### config.mk
export PLATFORM = sky130hd
export DESIGN_NAME = edf_ts0_framer
export DESIGN_NICKNAME = d
export VERILOG_FILES = /design/src/rtl/edf_pkg.sv /design/src/rtl/edf_ts0_framer.sv
export VERILOG_INCLUDE_DIRS = /design/src /design/src/rtl
export SDC_FILE = /design/constraint.sdc
export NUM_CORES = 1
export LEC_CHECK = 0
export BUFFER_PORTS_ARGS = -buffer_cell sky130_fd_sc_hd__buf_4
export CAP_MARGIN = 5
export CORE_MARGIN = 8
export CORE_UTILIZATION = 60
export CTS_CLUSTER_DIAMETER = 120
export DETAILED_ROUTE_END_ITERATION = 8
export GPL_ROUTABILITY_DRIVEN = 0
export PLACE_DENSITY = 0.8
export SETUP_SLACK_MARGIN = 0.4
export SYNTH_ARGS = -nofsm -noshare
export SYNTH_HDL_FRONTEND = slang
export SYNTH_SLANG_ARGS = --single-unit
export TNS_END_PERCENT = 100
### constraint.sdc
create_clock -name mclk -period 3.6 [get_ports mclk]
set_clock_uncertainty 0.05 [all_clocks]
set_input_delay 0.18 -clock mclk [delete_from_list [all_inputs] [get_ports mclk]]
set_output_delay 0.18 -clock mclk [all_outputs]
set_load 0.02 [all_outputs]
### src/rtl/edf_map.svh
// register map, field positions, reset values and framing constants of the ts0 framer
`ifndef EDF_MAP_SVH
`define EDF_MAP_SVH
// ==========================================================================
// register byte offsets, and address bits 7:5 selects of the tx and rx sa banks
`define EDF_OFS_CTRL 8'h00
`define EDF_OFS_TXSW 8'h04
`define EDF_OFS_MASK 8'h08
`define EDF_OFS_STAT 8'h0C
`define EDF_OFS_EVT 8'h10
`define EDF_OFS_RXSW 8'h14
`define EDF_OFS_ERRCNT 8'h18
`define EDF_OFS_TXSA 3'h1
`define EDF_OFS_RXSA 3'h2
// ==========================================================================
// reset values
`define EDF_CTRL_RST 12'h800
`define EDF_TXSW_RST 8'hFD
`define EDF_MASK_RST 8'h00
`define EDF_RXSW_RST 9'h1FF
`define EDF_SA_RST 8'hFF
// ==========================================================================
// event bits
`define EDF_EVT_LOST 0
`define EDF_EVT_RECOV 1
`define EDF_EVT_RA 2
// ==========================================================================
// framing constants
`define EDF_FAS_WORD 7'b0011011
`define EDF_TS0_LAST 8'h07
`define EDF_THR_LOW 3'h3
`define EDF_THR_HIGH 3'h4
`define EDF_RFS_DF16 2'b01
`define EDF_NAT_BITS 5
`endif

### src/rtl/edf_pkg.sv
// types shared by the ts0 framer
package edf_pkg;
  typedef enum logic [3:0] {
    EDF_HUNT = 4'b0001,
    EDF_CHK_NFAS = 4'b0010,
    EDF_CHK_FAS2 = 4'b0100,
    EDF_SYNC = 4'b1000
  } edf_state_t;

  typedef struct packed {
    logic recov_irq_en;
    logic [1:0] rx_framing_select;
    logic tx_national_regs_enable;
    logic [1:0] ts0_src_sel;
    logic slot0_full_transparent;
    logic auto_remote_alarm_tx;
    logic force_resync;
    logic backplane_alarm_disable;
    logic service_check_disable;
    logic four_error_threshold_sel;
  } edf_ctrl_t;

  typedef struct packed {
    logic tx_intl_bit_a;
    logic [4:0] tx_national_bits;
    logic send_remote_alarm;
    logic tx_intl_bit_b;
  } edf_txsw_t;

  typedef struct packed {
    logic [4:0] national_bits_passthrough;
    logic alarm_bit_passthrough;
    logic intl_bit_passthrough_b;
    logic intl_bit_passthrough_a;
  } edf_mask_t;
endpackage : edf_pkg

### src/rtl/edf_ts0_framer.sv
// e1 doubleframe time slot 0 framer with avalon-mm register slave
`include "edf_map.svh"

module edf_ts0_framer (
  input wire logic mclk,
  input wire logic nrst,
  input wire logic [7:0] avs_address,
  input wire logic avs_read,
  input wire logic avs_write,
  input wire logic [31:0] avs_writedata,
  output logic [31:0] avs_readdata,
  output logic avs_waitrequest,
  input wire logic rx_line_clk,
  input wire logic rx_line_data,
  input wire logic tx_line_clk,
  input wire logic transmit_system_data_pin,
  input wire logic tx_signaling_pin,
  input wire logic tx_hdlc_queue,
  output logic tx_line_data,
  output logic rx_system_data,
  output logic loss_of_alignment_flag
);
  // ==========================================================================
  // pin synchronisers
  localparam int NPIN = 6;
  logic [NPIN-1:0] pin_raw;
  logic [NPIN-1:0] pin_s1;
  logic [NPIN-1:0] pin_s2;
  logic rx_clk_d;
  logic tx_clk_d;
  assign pin_raw = {tx_hdlc_queue, tx_signaling_pin, transmit_system_data_pin,
                    tx_line_clk, rx_line_data, rx_line_clk};
  genvar gi;
  generate
    for (gi = 0; gi < NPIN; gi++)
    begin : g_sync
      always_ff @(posedge mclk)
      begin
        if (!nrst)
        begin
          pin_s1[gi] <= 1'b0;
          pin_s2[gi] <= 1'b0;
        end
        else
        begin
          pin_s1[gi] <= pin_raw[gi];
          pin_s2[gi] <= pin_s1[gi];
        end
      end
    end
  endgenerate

  always_ff @(posedge mclk)
  begin
    if (!nrst)
    begin
      rx_clk_d <= 1'b0;
      tx_clk_d <= 1'b0;
    end
    else
    begin
      rx_clk_d <= pin_s2[0];
      tx_clk_d <= pin_s2[2];
    end
  end

  logic rx_edge;
  logic tx_edge;
  logic rx_d;
  logic sys_d;
  logic sig_d;
  logic hdlc_d;
  assign rx_edge = pin_s2[0] & ~rx_clk_d;
  assign tx_edge = pin_s2[2] & ~tx_clk_d;
  assign rx_d = pin_s2[1];
  assign sys_d = pin_s2[3];
  assign sig_d = pin_s2[4];
  assign hdlc_d = pin_s2[5];

  // ==========================================================================
  // register bus slave, one wait cycle per access
  edf_pkg::edf_ctrl_t ctrl;
  edf_pkg::edf_txsw_t txsw;
  edf_pkg::edf_mask_t mask;
  logic [2:0] evt;
  logic [8:0] rx_sw;
  logic [15:0] framing_error_count;
  logic [7:0] tx_sa [`EDF_NAT_BITS];
  logic [7:0] rx_sa [`EDF_NAT_BITS];
  logic ack;
  logic wr_go;
  logic [31:0] next_rdata;
  logic sa_hit;
  logic [2:0] sa_idx;

  assign avs_waitrequest = (avs_read | avs_write) & ~ack;
  assign wr_go = avs_write & ack;
  assign sa_idx = avs_address[4:2];
  assign sa_hit = (sa_idx < 3'(`EDF_NAT_BITS)) && (avs_address[1:0] == 2'b00);

  always_ff @(posedge mclk)
  begin
    if (!nrst)
      ack <= 1'b0;
    else
      ack <= (avs_read | avs_write) & ~ack;
  end

  always_comb
  begin
    next_rdata = 32'h0000_0000;
    case (avs_address)
      `EDF_OFS_CTRL: next_rdata = {20'h0_0000, ctrl};
      `EDF_OFS_TXSW: next_rdata = {24'h00_0000, txsw};
      `EDF_OFS_MASK: next_rdata = {24'h00_0000, mask};
      `EDF_OFS_STAT: next_rdata = {31'h0000_0000, loss_of_alignment_flag};
      `EDF_OFS_EVT: next_rdata = {29'h0000_0000, evt};
      `EDF_OFS_RXSW: next_rdata = {23'h00_0000, rx_sw};
      `EDF_OFS_ERRCNT: next_rdata = {16'h0000, framing_error_count};
      default:
      begin
        if (sa_hit && avs_address[7:5] == `EDF_OFS_TXSA)
          next_rdata = {24'h00_0000, tx_sa[sa_idx]};
        else if (sa_hit && avs_address[7:5] == `EDF_OFS_RXSA)
          next_rdata = {24'h00_0000, rx_sa[sa_idx]};
      end
    endcase
  end

  always_ff @(posedge mclk)
  begin
    if (!nrst)
      avs_readdata <= 32'h0000_0000;
    else if (avs_read & ~ack)
      avs_readdata <= next_rdata;
  end

  // ==========================================================================
  // receive alignment
  edf_pkg::edf_state_t state;
  logic [7:0] rx_sh;
  logic [7:0] rx_bit;
  logic [3:0] rx_frame;
  logic rx_eval;
  logic ts0_end;
  logic fas_ok;
  logic fas_frame;
  logic [2:0] fas_errs;
  logic [2:0] svc_errs;
  logic [2:0] thr;
  logic ra_prev;
  logic frs_req;
  logic fas_fail;
  logic svc_fail;
  logic drop_sync;
  logic gain_sync;
  logic nfas_bad;

  assign ts0_end = rx_eval && (rx_bit == `EDF_TS0_LAST);
  assign fas_ok = (rx_sh[6:0] == `EDF_FAS_WORD);
  assign fas_frame = ~rx_frame[0];
  assign thr = ctrl.four_error_threshold_sel ? `EDF_THR_HIGH : `EDF_THR_LOW;
  assign fas_fail = ts0_end && fas_frame && !fas_ok;
  assign svc_fail = ts0_end && !fas_frame && !rx_sh[6] && !ctrl.service_check_disable;
  assign drop_sync = (state == edf_pkg::EDF_SYNC) &&
                     (frs_req || (fas_fail && fas_errs == thr - 3'h1) ||
                      (svc_fail && svc_errs == thr - 3'h1));
  assign gain_sync = (state == edf_pkg::EDF_CHK_FAS2) && ts0_end && fas_ok && !nfas_bad;

  always_ff @(posedge mclk)
  begin
    if (!nrst)
    begin
      rx_sh <= 8'hFF;
      rx_eval <= 1'b0;
    end
    else
    begin
      rx_eval <= rx_edge;
      if (rx_edge)
        rx_sh <= {rx_sh[6:0], rx_d};
    end
  end

  always_ff @(posedge mclk)
  begin
    if (!nrst)
    begin
      rx_bit <= 8'h00;
      rx_frame <= 4'h0;
    end
    else if (rx_edge)
    begin
      rx_bit <= rx_bit + 8'h01;
      if (rx_bit == 8'hFF)
        rx_frame <= rx_frame + 4'h1;
    end
    else if (rx_eval && state == edf_pkg::EDF_HUNT && fas_ok && !frs_req)
    begin
      rx_bit <= `EDF_TS0_LAST;
      rx_frame <= 4'h0;
    end
  end

  // a failed check falls back to hunt at the end of frame n+2 slot 0,
  // so the sliding search resumes only after the frame n+2 word
  always_ff @(posedge mclk)
  begin
    if (!nrst)
      state <= edf_pkg::EDF_HUNT;
    else
    begin
      case (state)
        edf_pkg::EDF_HUNT:
          if (rx_eval && fas_ok && !frs_req)
            state <= edf_pkg::EDF_CHK_NFAS;
        edf_pkg::EDF_CHK_NFAS:
          if (ts0_end)
            state <= edf_pkg::EDF_CHK_FAS2;
        edf_pkg::EDF_CHK_FAS2:
          if (ts0_end)
            state <= (fas_ok && !nfas_bad) ? edf_pkg::EDF_SYNC : edf_pkg::EDF_HUNT;
        edf_pkg::EDF_SYNC:
          if (drop_sync)
            state <= edf_pkg::EDF_HUNT;
        default:
          state <= edf_pkg::EDF_HUNT;
      endcase
    end
  end

  always_ff @(posedge mclk)
  begin
    if (!nrst)
    begin
      fas_errs <= 3'h0;
      svc_errs <= 3'h0;
    end
    else if (state != edf_pkg::EDF_SYNC)
    begin
      fas_errs <= 3'h0;
      svc_errs <= 3'h0;
    end
    else if (ts0_end && fas_frame)
      fas_errs <= fas_ok ? 3'h0 : fas_errs + 3'h1;
    else if (ts0_end)
      svc_errs <= svc_fail ? svc_errs + 3'h1 : 3'h0;
  end

  always_ff @(posedge mclk)
  begin
    if (!nrst)
      loss_of_alignment_flag <= 1'b1;
    else if (drop_sync)
      loss_of_alignment_flag <= 1'b1;
    else if (gain_sync)
      loss_of_alignment_flag <= 1'b0;
  end

  // a missed service word is kept so the search resumes only after frame n+2
  always_ff @(posedge mclk)
  begin
    if (!nrst)
      nfas_bad <= 1'b0;
    else if (state == edf_pkg::EDF_CHK_NFAS && ts0_end)
      nfas_bad <= !rx_sh[6];
  end

  // force request waits until alignment is really dropped
  always_ff @(posedge mclk)
  begin
    if (!nrst)
      frs_req <= 1'b0;
    else if (wr_go && avs_address == `EDF_OFS_CTRL && avs_writedata[3])
      frs_req <= 1'b1;
    else if (state == edf_pkg::EDF_HUNT)
      frs_req <= 1'b0;
  end

  always_ff @(posedge mclk)
  begin
    if (!nrst)
      framing_error_count <= 16'h0000;
    else if (fas_fail && state == edf_pkg::EDF_SYNC && framing_error_count != 16'hFFFF)
      framing_error_count <= framing_error_count + 16'h0001;
  end

  // received words only move while synchronous
  always_ff @(posedge mclk)
  begin
    if (!nrst)
    begin
      rx_sw <= `EDF_RXSW_RST;
      ra_prev <= 1'b0;
    end
    else if (ts0_end && state == edf_pkg::EDF_SYNC)
    begin
      if (fas_frame)
        rx_sw[8] <= rx_sh[7];
      else
      begin
        rx_sw[7:0] <= {rx_sh[7:5], rx_sh[0], rx_sh[1], rx_sh[2], rx_sh[3], rx_sh[4]};
        ra_prev <= rx_sh[5];
      end
    end
  end

  generate
    for (gi = 0; gi < `EDF_NAT_BITS; gi++)
    begin : g_rxsa
      always_ff @(posedge mclk)
      begin
        if (!nrst)
          rx_sa[gi] <= `EDF_SA_RST;
        else if (ts0_end && !fas_frame && state == edf_pkg::EDF_SYNC &&
                 ctrl.rx_framing_select == `EDF_RFS_DF16)
          rx_sa[gi][rx_frame[3:1]] <= rx_sh[4 - gi];
      end
    end
  endgenerate

  // sticky events, write one to clear, a new event wins over the clear
  logic [2:0] evt_set;
  assign evt_set[`EDF_EVT_LOST] = drop_sync;
  assign evt_set[`EDF_EVT_RECOV] = gain_sync && ctrl.recov_irq_en;
  assign evt_set[`EDF_EVT_RA] = ts0_end && !fas_frame && state == edf_pkg::EDF_SYNC &&
                                rx_sh[5] && !ra_prev;
  always_ff @(posedge mclk)
  begin
    if (!nrst)
      evt <= 3'h0;
    else if (wr_go && avs_address == `EDF_OFS_EVT)
      evt <= (evt & ~avs_writedata[2:0]) | evt_set;
    else
      evt <= evt | evt_set;
  end

  always_ff @(posedge mclk)
  begin
    if (!nrst)
      rx_system_data <= 1'b1;
    else if (rx_edge)
      rx_system_data <= (loss_of_alignment_flag && !ctrl.backplane_alarm_disable) | rx_d;
  end

  // ==========================================================================
  // control registers
  always_ff @(posedge mclk)
  begin
    if (!nrst)
    begin
      ctrl <= `EDF_CTRL_RST;
      txsw <= `EDF_TXSW_RST;
      mask <= `EDF_MASK_RST;
    end
    else if (wr_go)
    begin
      if (avs_address == `EDF_OFS_CTRL)
        ctrl <= {avs_writedata[11:4], 1'b0, avs_writedata[2:0]};
      if (avs_address == `EDF_OFS_TXSW)
        txsw <= avs_writedata[7:0];
      if (avs_address == `EDF_OFS_MASK)
        mask <= avs_writedata[7:0];
    end
  end

  generate
    for (gi = 0; gi < `EDF_NAT_BITS; gi++)
    begin : g_txsa
      always_ff @(posedge mclk)
      begin
        if (!nrst)
          tx_sa[gi] <= `EDF_SA_RST;
        else if (wr_go && sa_hit && avs_address[7:5] == `EDF_OFS_TXSA && sa_idx == 3'(gi))
          tx_sa[gi] <= avs_writedata[7:0];
      end
    end
  endgenerate

  // ==========================================================================
  // transmit slot 0 composition
  logic [7:0] tx_bit;
  logic [3:0] tx_frame;
  logic next_tx_bit;
  logic src_bit;
  logic alarm_bit;
  logic [2:0] tidx;
  logic [2:0] nat_k;
  logic nat_bit;
  localparam logic [6:0] FAS_BITS = `EDF_FAS_WORD;

  assign tidx = tx_bit[2:0];
  assign nat_k = tidx - 3'h3;
  assign alarm_bit = ctrl.auto_remote_alarm_tx ? loss_of_alignment_flag : txsw.send_remote_alarm;
  assign nat_bit = (ctrl.tx_national_regs_enable && ctrl.rx_framing_select == `EDF_RFS_DF16) ?
                   tx_sa[nat_k][tx_frame[3:1]] : txsw.tx_national_bits[nat_k];

  always_comb
  begin
    case (ctrl.ts0_src_sel)
      2'b00: src_bit = sys_d;
      2'b01: src_bit = sig_d;
      default: src_bit = hdlc_d;
    endcase
    next_tx_bit = sys_d;
    if (tx_bit[7:3] == 5'h00)
    begin
      if (ctrl.slot0_full_transparent)
        next_tx_bit = src_bit;
      else if (!tx_frame[0])
      begin
        if (tidx == 3'h0)
          next_tx_bit = mask.intl_bit_passthrough_a ? sys_d : txsw.tx_intl_bit_a;
        else
          next_tx_bit = FAS_BITS[3'h7 - tidx];
      end
      else
      begin
        case (tidx)
          3'h0: next_tx_bit = mask.intl_bit_passthrough_b ? sys_d : txsw.tx_intl_bit_b;
          3'h1: next_tx_bit = 1'b1;
          3'h2: next_tx_bit = mask.alarm_bit_passthrough ? sys_d : alarm_bit;
          default: next_tx_bit = mask.national_bits_passthrough[nat_k] ? sys_d : nat_bit;
        endcase
      end
    end
  end

  always_ff @(posedge mclk)
  begin
    if (!nrst)
    begin
      tx_bit <= 8'h00;
      tx_frame <= 4'h0;
      tx_line_data <= 1'b1;
    end
    else if (tx_edge)
    begin
      tx_line_data <= next_tx_bit;
      tx_bit <= tx_bit + 8'h01;
      if (tx_bit == 8'hFF)
        tx_frame <= tx_frame + 4'h1;
    end
  end
endmodule : edf_ts0_framer

==> key figures, run 1 <==
Power
  – PD cells: between 400 and 500 mW/mm^2
  – Pint: 4.20 mW
  – Clock Power Share: 0.444
  – Switch share: 0.229
  – Sequential Power Share: 0.480
  – Net Sw Power: 1.25 mW
  – Comb power frac: 0.076
  – Peak VDD IR: 0.000352 V
  – Leak: 4.13 nW

Yosys
  – Synth area leaders: dfxtp_1 (26%), edfxtp_1 (23%), mux4_2 (6.2%), nand2_1 (4.1%), nand3_1 (3.7%)
  – Area leader, netlist: dfxtp_1
  – Average cell area after synthesis: 9.96 um^2
  – Synthesis-stage register bit count: 215
  – Sequential area share after synthesis: 0.488
  – Mapped cell area: 0.0105 mm^2
  – Post-Syn Instances: 1050
  – Syn. warnings: 0
  – Asr flop ratio synth: 0
  – Top FF cell, synth: dfxtp_1
  – Yosys cell types: 75
  – Top cell type's share of synthesized area: 0.258
  – Post-synth EDFFs: 80

Worst setup path
  – CP top delay family: multiplexers
  – CP most frequent cell: mux4_2
  – R2R setup slack: 810 ps
  – CP Max Fanout: 5
  – Critical path launch point type: register
  – CP Class: reg -> reg
  – Nature of the critical path endpoint: register
  – RR Endpoint: tx_line_data
  – Reg-to-Reg Start: tx_bit[1]
  – Worst EP required: 4010 ps
  – WP data arrival: roughly 3200 ps
  – Crit path largest cell delay: 470 ps
  – Crit path buffers/inverters: 1
  – Cells along the critical path: inv_1, ha_1, mux4_2, a21oi_1, mux4_2, or4_1, a41oi_1, o21a_1
  – R2r worst-path depth: 8
  – CP max stage cell: mux4_2

Detailed routing
  – Avg Vias per Cell: ~6.2
  – Iter 0 DRT Violations: 971
  – TritonRoute pass-1 iters: 5
  – DRC: 0
  – Via count: around 8300
  – Post-route ant nets: 0
  – Routed len/inst: 19.4 um
  – Routed wire length: 26000 um

Clocking
  – Clk_lat worst skew: 510 ps
  – Post-cts sizing count: 0
  – TritonCTS clock tree: done
  – Worst-path clk slew: approximately 60 ps
  – CTS Buffer Depth: 3
  – H-tree Lvls: 1
  – Sink Count: about 220
  – Root Driver: clkbuf_16
  – Total CTS buffers: 23

Placed design
  – Dpl ws: roughly 830 ps
  – I/O Buffers: 49
  – Placed Cells incl. Taps: 1276
  – Hpwl dp: 17400 um

Floorplan
  – Area of the core: 0.0172 mm^2
  – Die Width: ~150 um
  – Io pins: 86
  – FP Rows: 48
  – Die ar.: 0.0219 mm^2
  – Die Height: 148 um
  – Initial Util: 0.609

Min path
  – Worst Hold Class: in -> reg
  – Worst Hold Path Cells: 5
  – Hold worst-path end: avs_readdata[1]
  – Worst Min Path Start: avs_address[7]

Flow run
  – Max_cap viols: 0

Layout
  – Fin cells: roughly 1300
  – Fillers: 1279
  – Total inserted antenna cells: 0
  – Synth-to-Final Area Change: 13.8%
  – Layout cells sized above 1: 0.141
  – Most common cell after layout, fill and taps aside: dfxtp_1
  – Final #Nets: 1156
  – Commonest cells after routing, fill and taps aside: dfxtp_1 (135), nand2_1 (114), nor2_1 (88)

Timing
  – Post-route minimum period: 2790 ps
  – Worst slew pin tran: 1120 ps
  – Final TNS setup: 0 ps
  – Fmax: between 300 and 400 MHz
  – Hold slack: around 140 ps
  – Setup-failing EPs final: 0
  – Max Transition Viols Final: 0
  – Final Hold Viols: 0
  – RSZ-0062 raised after global routing: no
  – Final WS setup: approximately 810 ps
  – Final period utilization: 0.776
  – Worst relative slew slack: 0.249

Global routing
  – Initial antenna violation count: 0
  – Vias in the first global route: 7928
  – GR Overflow Total: 0
  – Total GRT Usage: 0.233
  – First-pass GRT wire length: approximately 42000 um
  – Largest net degree at the start of global routing: 75

Run status
  – Status: completed
==> how the worst max path moves through the flow <==
stage              start            to  slack [ps]  depth (start not counted)
2_1_floorplan  tx_bit[0]  tx_line_data         630                         10
3_5_place_dp   tx_bit[1]  tx_line_data         830                          9
6_report       tx_bit[1]  tx_line_data         810                          8
4_1_cts        tx_bit[1]  tx_line_data         820                          9
3_3_place_gp   tx_bit[1]  tx_line_data         870                          8
5_1_grt        tx_bit[1]  tx_line_data         610                          9
==> registers in the layout (all words and copies together), names as in the netlist, 4 cells and up <==
name and count:
pin_s1 6, tx_frame 4, rx_sh 8, framing_error_count 16, tx_sa 40, ctrl 11, state 4, rx_sa 40
avs_readdata 16, txsw 8, rx_sw 9, tx_bit 8, mask 8, rx_bit 8, rx_frame 4
==> cell usage after synthesis (all sizes together), types with 6 or more instances <==
library cell,n
nor2,88
and2,19
mux4,29
or3,40
o21ai,22
mux2i,35
or2,23
nand3,78
xnor2,12
clkbuf,50
nor3,16
nor4,8
a222oi,7
inv,16
o22ai,12
a21oi,51
nor2b,10
nand4,13
edfxtp,80
nand2b,42
dfxtp,135
nand2,114
xor2,16
or4,7
and3,6
a22oi,16
nor4b,6
buf,34
ha,10
==> worst register-to-register path: cells and delay by family, from the launching register on <==
kind	cells	cell delay, ps
muxes	2	870
buffers and inverters	1	110
DFF	1	380
AOI/OAI and AO/OA	3	490
adders and majority gates	1	430
and+or+nand+nor	1	410
==> power groups by stage <==
stage	logic, mW	clock network (mW)	registers [mW]
detailed placement	0.391	0	2.67
global placement	0.384	0	2.66
global route	0.445	2.53	2.62
finish	0.415	2.42	2.61
floorplan	0.291	0	2.65
CTS	0.410	2.44	2.61
==> metrics by stage <==
stage,utilization,power [mW],cell area (um^2)
2_1_floorplan,-,2.94,10500
3_3_place_gp,0.636,3.05,10900
3_5_place_dp,0.636,3.06,10900
4_1_cts,0.693,5.46,11900
5_1_grt,0.693,5.60,11900
6_report,0.693,5.45,11900
==> routing by layer <==
| layer | track usage | share of wire |
|---|---|---|
| met1 | 0.295 | 0.39 |
| met4 | 0.106 | 0.044 |
| met5 | 0 | 0 |
| met3 | 0.0404 | 0.082 |
| met2 | 0.385 | 0.48 |
==> cell families (layout without fill, tap and decap cells) <==
logic type	Yosys count	in the layout	share of synthesized area
simple gates	485	485	0.242
buf+inv	100	145	0.0448
other cells	1	16	0.000358
mux	67	67	0.0991
fa+ha+maj	10	10	0.0120
compound gates	144	144	0.0899
flops	215	215	0.488
xor+xnor	28	28	0.0242
==> layout make-up <==
| cell class | instances | area (um^2) | area share |
|---|---|---|---|
| clock buffers | 34 | 732 | 0.0615 |
| clock inverters | 5 | 55.1 | 0.00462 |
| inverters | 16 | 60.1 | 0.00504 |
| multi-input cells | 750 | 4950 | 0.416 |
| flip-flops and latches | 215 | 5100 | 0.429 |
| well taps | 225 | 282 | 0.0236 |
| repair buffers | 90 | 726 | 0.0609 |
==> what timing repair did <==
item | in CTS | in global routing
hold buffers | 20 | 0
hold endpoints to repair | 73 | 0
buffers inserted | 0 | 0
(Power assumes the default switching activity.)
==> run 2, diff against run 1 <==
Clock period 3.6 ns to 2.9 ns, I/O delays scaled along.
==> key figures, run 2 (synthesized netlist as in run 1, its figures left out) <==
Floorplan
  – Initial Util: 0.609 (unchanged)
  – Area of the core: 0.0172 mm^2 (unchanged)
  – FP Rows: 48 (unchanged)
  – Die Height: 148 um (unchanged)
  – Io pins: 86 (unchanged)
  – Die Width: 148 um (unchanged)
  – Die ar.: 0.0219 mm^2 (unchanged)

Worst setup path
  – CP Class: in -> reg (was reg -> reg)
  – R2R setup slack: 430 ps (was 810 ps)
  – CP Max Fanout: 11 (was 5)
  – WP data arrival: 2840 ps (was 3200 ps)
  – RR Endpoint: tx_line_data (unchanged)
  – R2r worst-path depth: 8 (unchanged)
  – Critical path launch point type: primary input (was register)
  – Nature of the critical path endpoint: register (unchanged)
  – Reg-to-Reg Start: tx_bit[1] (unchanged)
  – Worst EP required: 3230 ps (was 4010 ps)

Timing
  – Worst relative slew slack: 0.419 (was 0.249)
  – Fmax: 399 MHz
  – Final period utilization: 0.864
  – Post-route minimum period: between 2000 and 3000 ps
  – RSZ-0062 raised after global routing: yes (was no)
  – Worst slew pin tran: 871 ps (was 1120 ps)
  – Setup-failing EPs final: 0 (unchanged)
  – Max Transition Viols Final: 0 (unchanged)
  – Final TNS setup: 0 ps (unchanged)
  – Final Hold Viols: 0 (unchanged)

Detailed routing
  – TritonRoute pass-1 iters: 6 (was 5)
  – Avg Vias per Cell: 6.19 (was 6.21)
  – Top Layer Used: met4 (unchanged)
  – DRC: 0 (unchanged)
  – Post-route ant nets: 0 (unchanged)
  – Via count: 8387 (was 8287)
  – Met2 WL: 12900 um (was 12500 um)
  – Routed len/inst: 19.3 um (was 19.4 um)
  – WL met3: 2030 um (was 2120 um)
  – M1 WL: 10300 um (was 10200 um)
  – Routed wire length: 26200 um (was 26000 um)
  – Iter 0 DRT Violations: 925 (was 971)

Global routing
  – Total GRT Usage: 0.235 (was 0.233)
  – Initial antenna violation count: 0 (unchanged)
  – Largest net degree at the start of global routing: 76 (was 75)
  – First-pass GRT wire length: 41700 um (was 41500 um)
  – GR Overflow Total: 0 (unchanged)
  – Vias in the first global route: 7938 (was 7928)

Power
  – PD cells: 555 mW/mm^2 (was 458 mW/mm^2)
  – Comb power frac: 0.080 (was 0.076)
  – Leak: 4.21 nW (was 4.13 nW)
  – Pint: 5.19 mW (was 4.20 mW)
  – Clock Power Share: 0.439 (was 0.444)
  – Sequential Power Share: 0.481 (was 0.480)
  – Peak VDD IR: 0.000586 V (was 0.000352 V)
  – Net Sw Power: 1.53 mW (was 1.25 mW)
  – Switch share: 0.228 (was 0.229)

Placed design
  – I/O Buffers: 49 (unchanged)
  – Hpwl dp: 17800 um (was 17400 um)
  – Placed Cells incl. Taps: 1290 (was 1276)
  – Placed Area: 0.0111 mm^2 (was 0.0109 mm^2)

Layout
  – Most common cell after layout, fill and taps aside: dfxtp_1 (unchanged)
  – Fin cells: 1354 (was 1335)
  – Commonest cells after routing, fill and taps aside: dfxtp_1 (132), nand2_1 (114), nor2_1 (86) (was dfxtp_1 (135), nand2_1 (114), nor2_1 (88))
  – Fin area: 0.0121 mm^2 (was 0.0119 mm^2)
  – Layout cells sized above 1: 0.162 (was 0.141)
  – Final #Nets: 1173 (was 1156)
  – Total inserted antenna cells: 0 (unchanged)
  – Synth-to-Final Area Change: 15.7% (was 13.8%)
  – Largest registers: rx_sa x40, tx_sa x40 (unchanged)

Min path
  – Worst Min Path Start: avs_address[7] (unchanged)
  – Worst Hold Class: in -> reg (unchanged)
  – Hold worst-path end: avs_readdata[1] (unchanged)
  – Worst Hold Path Cells: 5 (unchanged)

Clocking
  – Total CTS buffers: 22 (was 23)
  – Clk_lat worst skew: 510 ps (about the same)
  – CTS Buffer Depth: 3 (unchanged)
  – Worst-path clk slew: 60 ps (about the same)
  – Root Driver: clkbuf_16 (unchanged)
  – Sink Count: 215 (unchanged)
  – H-tree Lvls: 1 (unchanged)
  – TritonCTS clock tree: done (unchanged)

Flow run
  – Max_cap viols: 0 (unchanged)

Run status
  – Status: completed (unchanged)
[run 2: changes by cell type in the layout (fill, tap and decap cells not counted), sizes merged]
cell and change:
clkbuf -1, buf +16, bufinv +1, clkinv +1, dlygate4sd3 +2
[run 2: timing repair]
| action | in CTS | in global routing |
|---|---|---|
| buffers inserted | 1 | 1 |
| setup endpoints to repair | 1 | 47 |
| hold buffers | 22 | 0 |
| endpoints found under the hold margin | 78 | 0 |
| resized for setup | 4 | 10 |
| pin swaps | 2 | 4 |
[run 2: worst max path at each step]
stage / start / end / cells past startpoint
after CTS: tx_bit[0] / tx_line_data / 8
final: avs_address[1] / ctrl[11] / 8
after floorplan: tx_bit[0] / tx_line_data / 10
after global placement: tx_bit[0] / tx_line_data / 8
after global routing: avs_address[1] / ctrl[11] / 8
after detailed placement: tx_bit[0] / tx_line_data / 8
[run 2: layout make-up]
type / instances / area, um^2
clock buffers: 33 / 676
clock inverters: 7 / 90.1
fillers: 1270 / 5070
inverters: 16 / 70.1
multi-input cells: 750 / 5000
flip-flops and latches: 215 / 5110
well taps: 225 / 282
repair buffers: 108 / 873
[run 2: critical path, cell delays in order]
cell,delay (ps)
buf_4,110
or3_1,380
or3_1,540
nor3_4,400
nand2_1,390
nand2_1,200
nand3_1,90
dlygate4sd3_1,570
[run 2: power by group through the flow]
stage          combinational [mW]  sequential, mW  clock (mW)
3_5_place_dp                0.494            3.30           0
4_1_cts                     0.525            3.23        2.98
5_1_grt                     0.573            3.24        3.10
2_1_floorplan               0.369            3.29           0
6_report                    0.535            3.23        2.95
3_3_place_gp                0.488            3.30           0
[run 2: routing by layer]
metal  GRT usage  vias to the layer above
met2       0.392                      391
met3      0.0298                       76
met1       0.302                     4019
li1            -                     3901
met4       0.101                        0
met5           0                        -
[run 2: stage by stage]
step | util | total power [mW] | hold slack, ps | worst slack, ps
floorplan | - | 3.66 | 222 | 339
global placement | 0.644 | 3.79 | 302 | 305
detailed placement | 0.644 | 3.80 | 307 | 260
CTS | 0.702 | 6.74 | 67.8 | 404
global route | 0.705 | 6.92 | 87.3 | 330
finish | 0.705 | 6.72 | 77.0 | 394
==> run 3, diff against run 2 <==
Settings changed: REMOVE_ABC_BUFFERS set to 1.
==> key figures, run 3 (synthesized netlist as in run 1, its figures left out) <==
Worst setup path
  – WP data arrival: 2920 ps (was 2840 ps)
  – Worst EP required: 3300 ps (was 3230 ps)
  – CP Class: reg -> reg (was in -> reg)
  – CP Max Fanout: 5 (was 11)
  – CP max stage cell: mux4_2 (was dlygate4sd3_1)
  – Cells along the critical path: inv_2, ha_4, mux4_2, a21oi_1, mux4_2, or4_1, a41oi_2, o21a_1 (was buf_4, or3_1, or3_1, nor3_4, nand2_1, nand2_1, nand3_1, dlygate4sd3_1)
  – Crit path buffers/inverters: 1 (was 2)
  – CP most frequent cell: mux4_2
  – CP top delay family: multiplexers (was simple AND/OR/NAND/NOR gates)
  – Crit path largest cell delay: 480 ps (was 570 ps)
  – Critical path launch point type: register (was primary input)
  – Nature of the critical path endpoint: register (unchanged)

Layout
  – Commonest cells after routing, fill and taps aside: dfxtp_1 (134), nand2_1 (114), nor2_1 (87) (was dfxtp_1 (132), nand2_1 (114), nor2_1 (86))
  – Layout cells sized above 1: 0.157 (was 0.162)
  – Synth-to-Final Area Change: 14.4% (was 15.7%)
  – Final #Nets: 1172 (was 1173)
  – Fin cells: 1354 (unchanged)
  – Largest registers: rx_sa x40, tx_sa x40 (unchanged)
  – Most common cell after layout, fill and taps aside: dfxtp_1 (unchanged)
  – Final core occ: 0.697 (was 0.705)

Detailed routing
  – TritonRoute pass-1 iters: 6 (unchanged)
  – Post-route ant nets: 0 (unchanged)
  – Avg Vias per Cell: 6.23 (was 6.19)
  – DRC: 0 (unchanged)
  – Iter 0 DRT Violations: 953 (was 925)
  – Routed wire length: 26400 um (was 26200 um)
  – Via count: 8434 (was 8387)
  – Routed len/inst: 19.5 um (was 19.3 um)

Floorplan
  – Area of the core: 0.0172 mm^2 (unchanged)
  – Io pins: 86 (unchanged)
  – FP Rows: 48 (unchanged)
  – Die Width: 148 um (unchanged)
  – Die Height: 148 um (unchanged)
  – Initial Util: 0.609 (unchanged)
  – Die ar.: 0.0219 mm^2 (unchanged)

Timing
  – Worst slew pin tran: 954 ps (was 871 ps)
  – Final Hold Viols: 0 (unchanged)
  – Worst relative slew slack: 0.361 (was 0.419)
  – Fmax: 398 MHz (was 399 MHz)
  – Final period utilization: 0.866 (was 0.864)
  – RSZ-0062 raised after global routing: yes (unchanged)
  – Max Transition Viols Final: 0 (unchanged)
  – Post-route minimum period: 2510 ps (about the same)
  – Setup-failing EPs final: 0 (unchanged)

Run status
  – Status: completed (unchanged)

Placed design
  – Placed Cells incl. Taps: 1291 (was 1290)
  – Hpwl dp: 17800 um (about the same)
  – I/O Buffers: 49 (unchanged)

Power
  – Comb power frac: 0.084 (was 0.080)
  – Sequential Power Share: 0.503 (was 0.481)
  – Pint: 4.88 mW (was 5.19 mW)
  – PD cells: 537 mW/mm^2 (was 555 mW/mm^2)
  – Peak VDD IR: 0.000451 V (was 0.000586 V)
  – Switch share: 0.240 (was 0.228)
  – Final total power: 6.42 mW (was 6.72 mW)
  – Net Sw Power: 1.54 mW (was 1.53 mW)
  – Clock Power Share: 0.412 (was 0.439)
  – Leak: 4.16 nW (was 4.21 nW)

Clocking
  – Post-CTS Setup Bufs: 0 (was 1)
  – Sink Count: 215 (unchanged)
  – Total CTS buffers: 23 (was 22)
  – Root Driver: clkbuf_16 (unchanged)
  – Worst-path clk slew: 60 ps (about the same)
  – H-tree Lvls: 1 (unchanged)
  – Clk_lat worst skew: 510 ps (about the same)
  – CTS Buffer Depth: 3 (unchanged)
  – TritonCTS clock tree: done (unchanged)

Global routing
  – Met1 usage: 0.307 (was 0.302)
  – Vias in the first global route: 8177 (was 7938)
  – First-pass GRT wire length: 42600 um (was 41700 um)
  – Largest net degree at the start of global routing: 76 (unchanged)
  – Initial antenna violation count: 2 (was 0)
  – Total GRT Usage: 0.240 (was 0.235)
  – Met3 Usage GRT: 0.0362 (was 0.0298)
  – GR Overflow Total: 0 (unchanged)
  – Grt met2 use: 0.403 (was 0.392)
  – Busiest grt layer: met2 (unchanged)

Flow run
  – Max_cap viols: 0 (unchanged)

Min path
  – Worst Hold Class: in -> reg (unchanged)
run 3: through the flow:
step,setup TNS [ps],instance area [um^2],worst slack (ps),hold slack [ps]
2_1_floorplan,-179,10100,-179,167
3_3_place_gp,0,11000,239,306
3_5_place_dp,0,11000,198,308
4_1_cts,0,11900,407,77.0
5_1_grt,0,12000,335,121
6_report,0,12000,387,84.9
run 3: worst paths after layout:
check	startpoint	end	slack (ps)	cells past startpoint
worst max-delay path	tx_bit[1]	tx_line_data	390	8
worst min-delay path	avs_address[0]	avs_readdata[1]	80	5
worst max register to register	tx_bit[1]	tx_line_data	390	8
worst min register to register	pin_s1[5]	hdlc_d	380	1
run 3: power groups by stage:
| stage | sequential (mW) | combinational, mW | clock (mW) |
|---|---|---|---|
| 2_1_floorplan | 3.29 | 0.289 | 0 |
| 3_3_place_gp | 3.29 | 0.496 | 0 |
| 3_5_place_dp | 3.30 | 0.504 | 0 |
| 4_1_cts | 3.23 | 0.533 | 2.67 |
| 5_1_grt | 3.24 | 0.584 | 2.79 |
| 6_report | 3.23 | 0.541 | 2.65 |
run 3: area by class of cell:
class                   instances  area (um^2)
fillers                      1269         5210
flip-flops and latches        215         5110
multi-input cells             750         4990
repair buffers                106          852
clock buffers                  29          608
well taps                     225          282
clock inverters                12         63.8
inverters                      16         60.1
diodes                          1         2.50
run 3: timing repair:
| item | in CTS | in global routing |
|---|---|---|
| pin swaps | 2 | 0 |
| gates resized for setup | 6 | 5 |
| hold buffers | 21 | 0 |
| endpoints found under the hold margin | 84 | 0 |
| endpoints found under the setup margin | 1 | 42 |
run 3: worst min-delay path, stage by stage:
cell	delay, ps
buf_4	80
or3_1	110
nor3_1	50
a21oi_1	120
a211oi_1	90
run 3: metal layers:
layer | up-vias | share of wire
met5 | - | 0
met4 | 0 | 0.036
met3 | 74 | 0.076
met2 | 374 | 0.49
met1 | 4078 | 0.40
li1 | 3908 | -
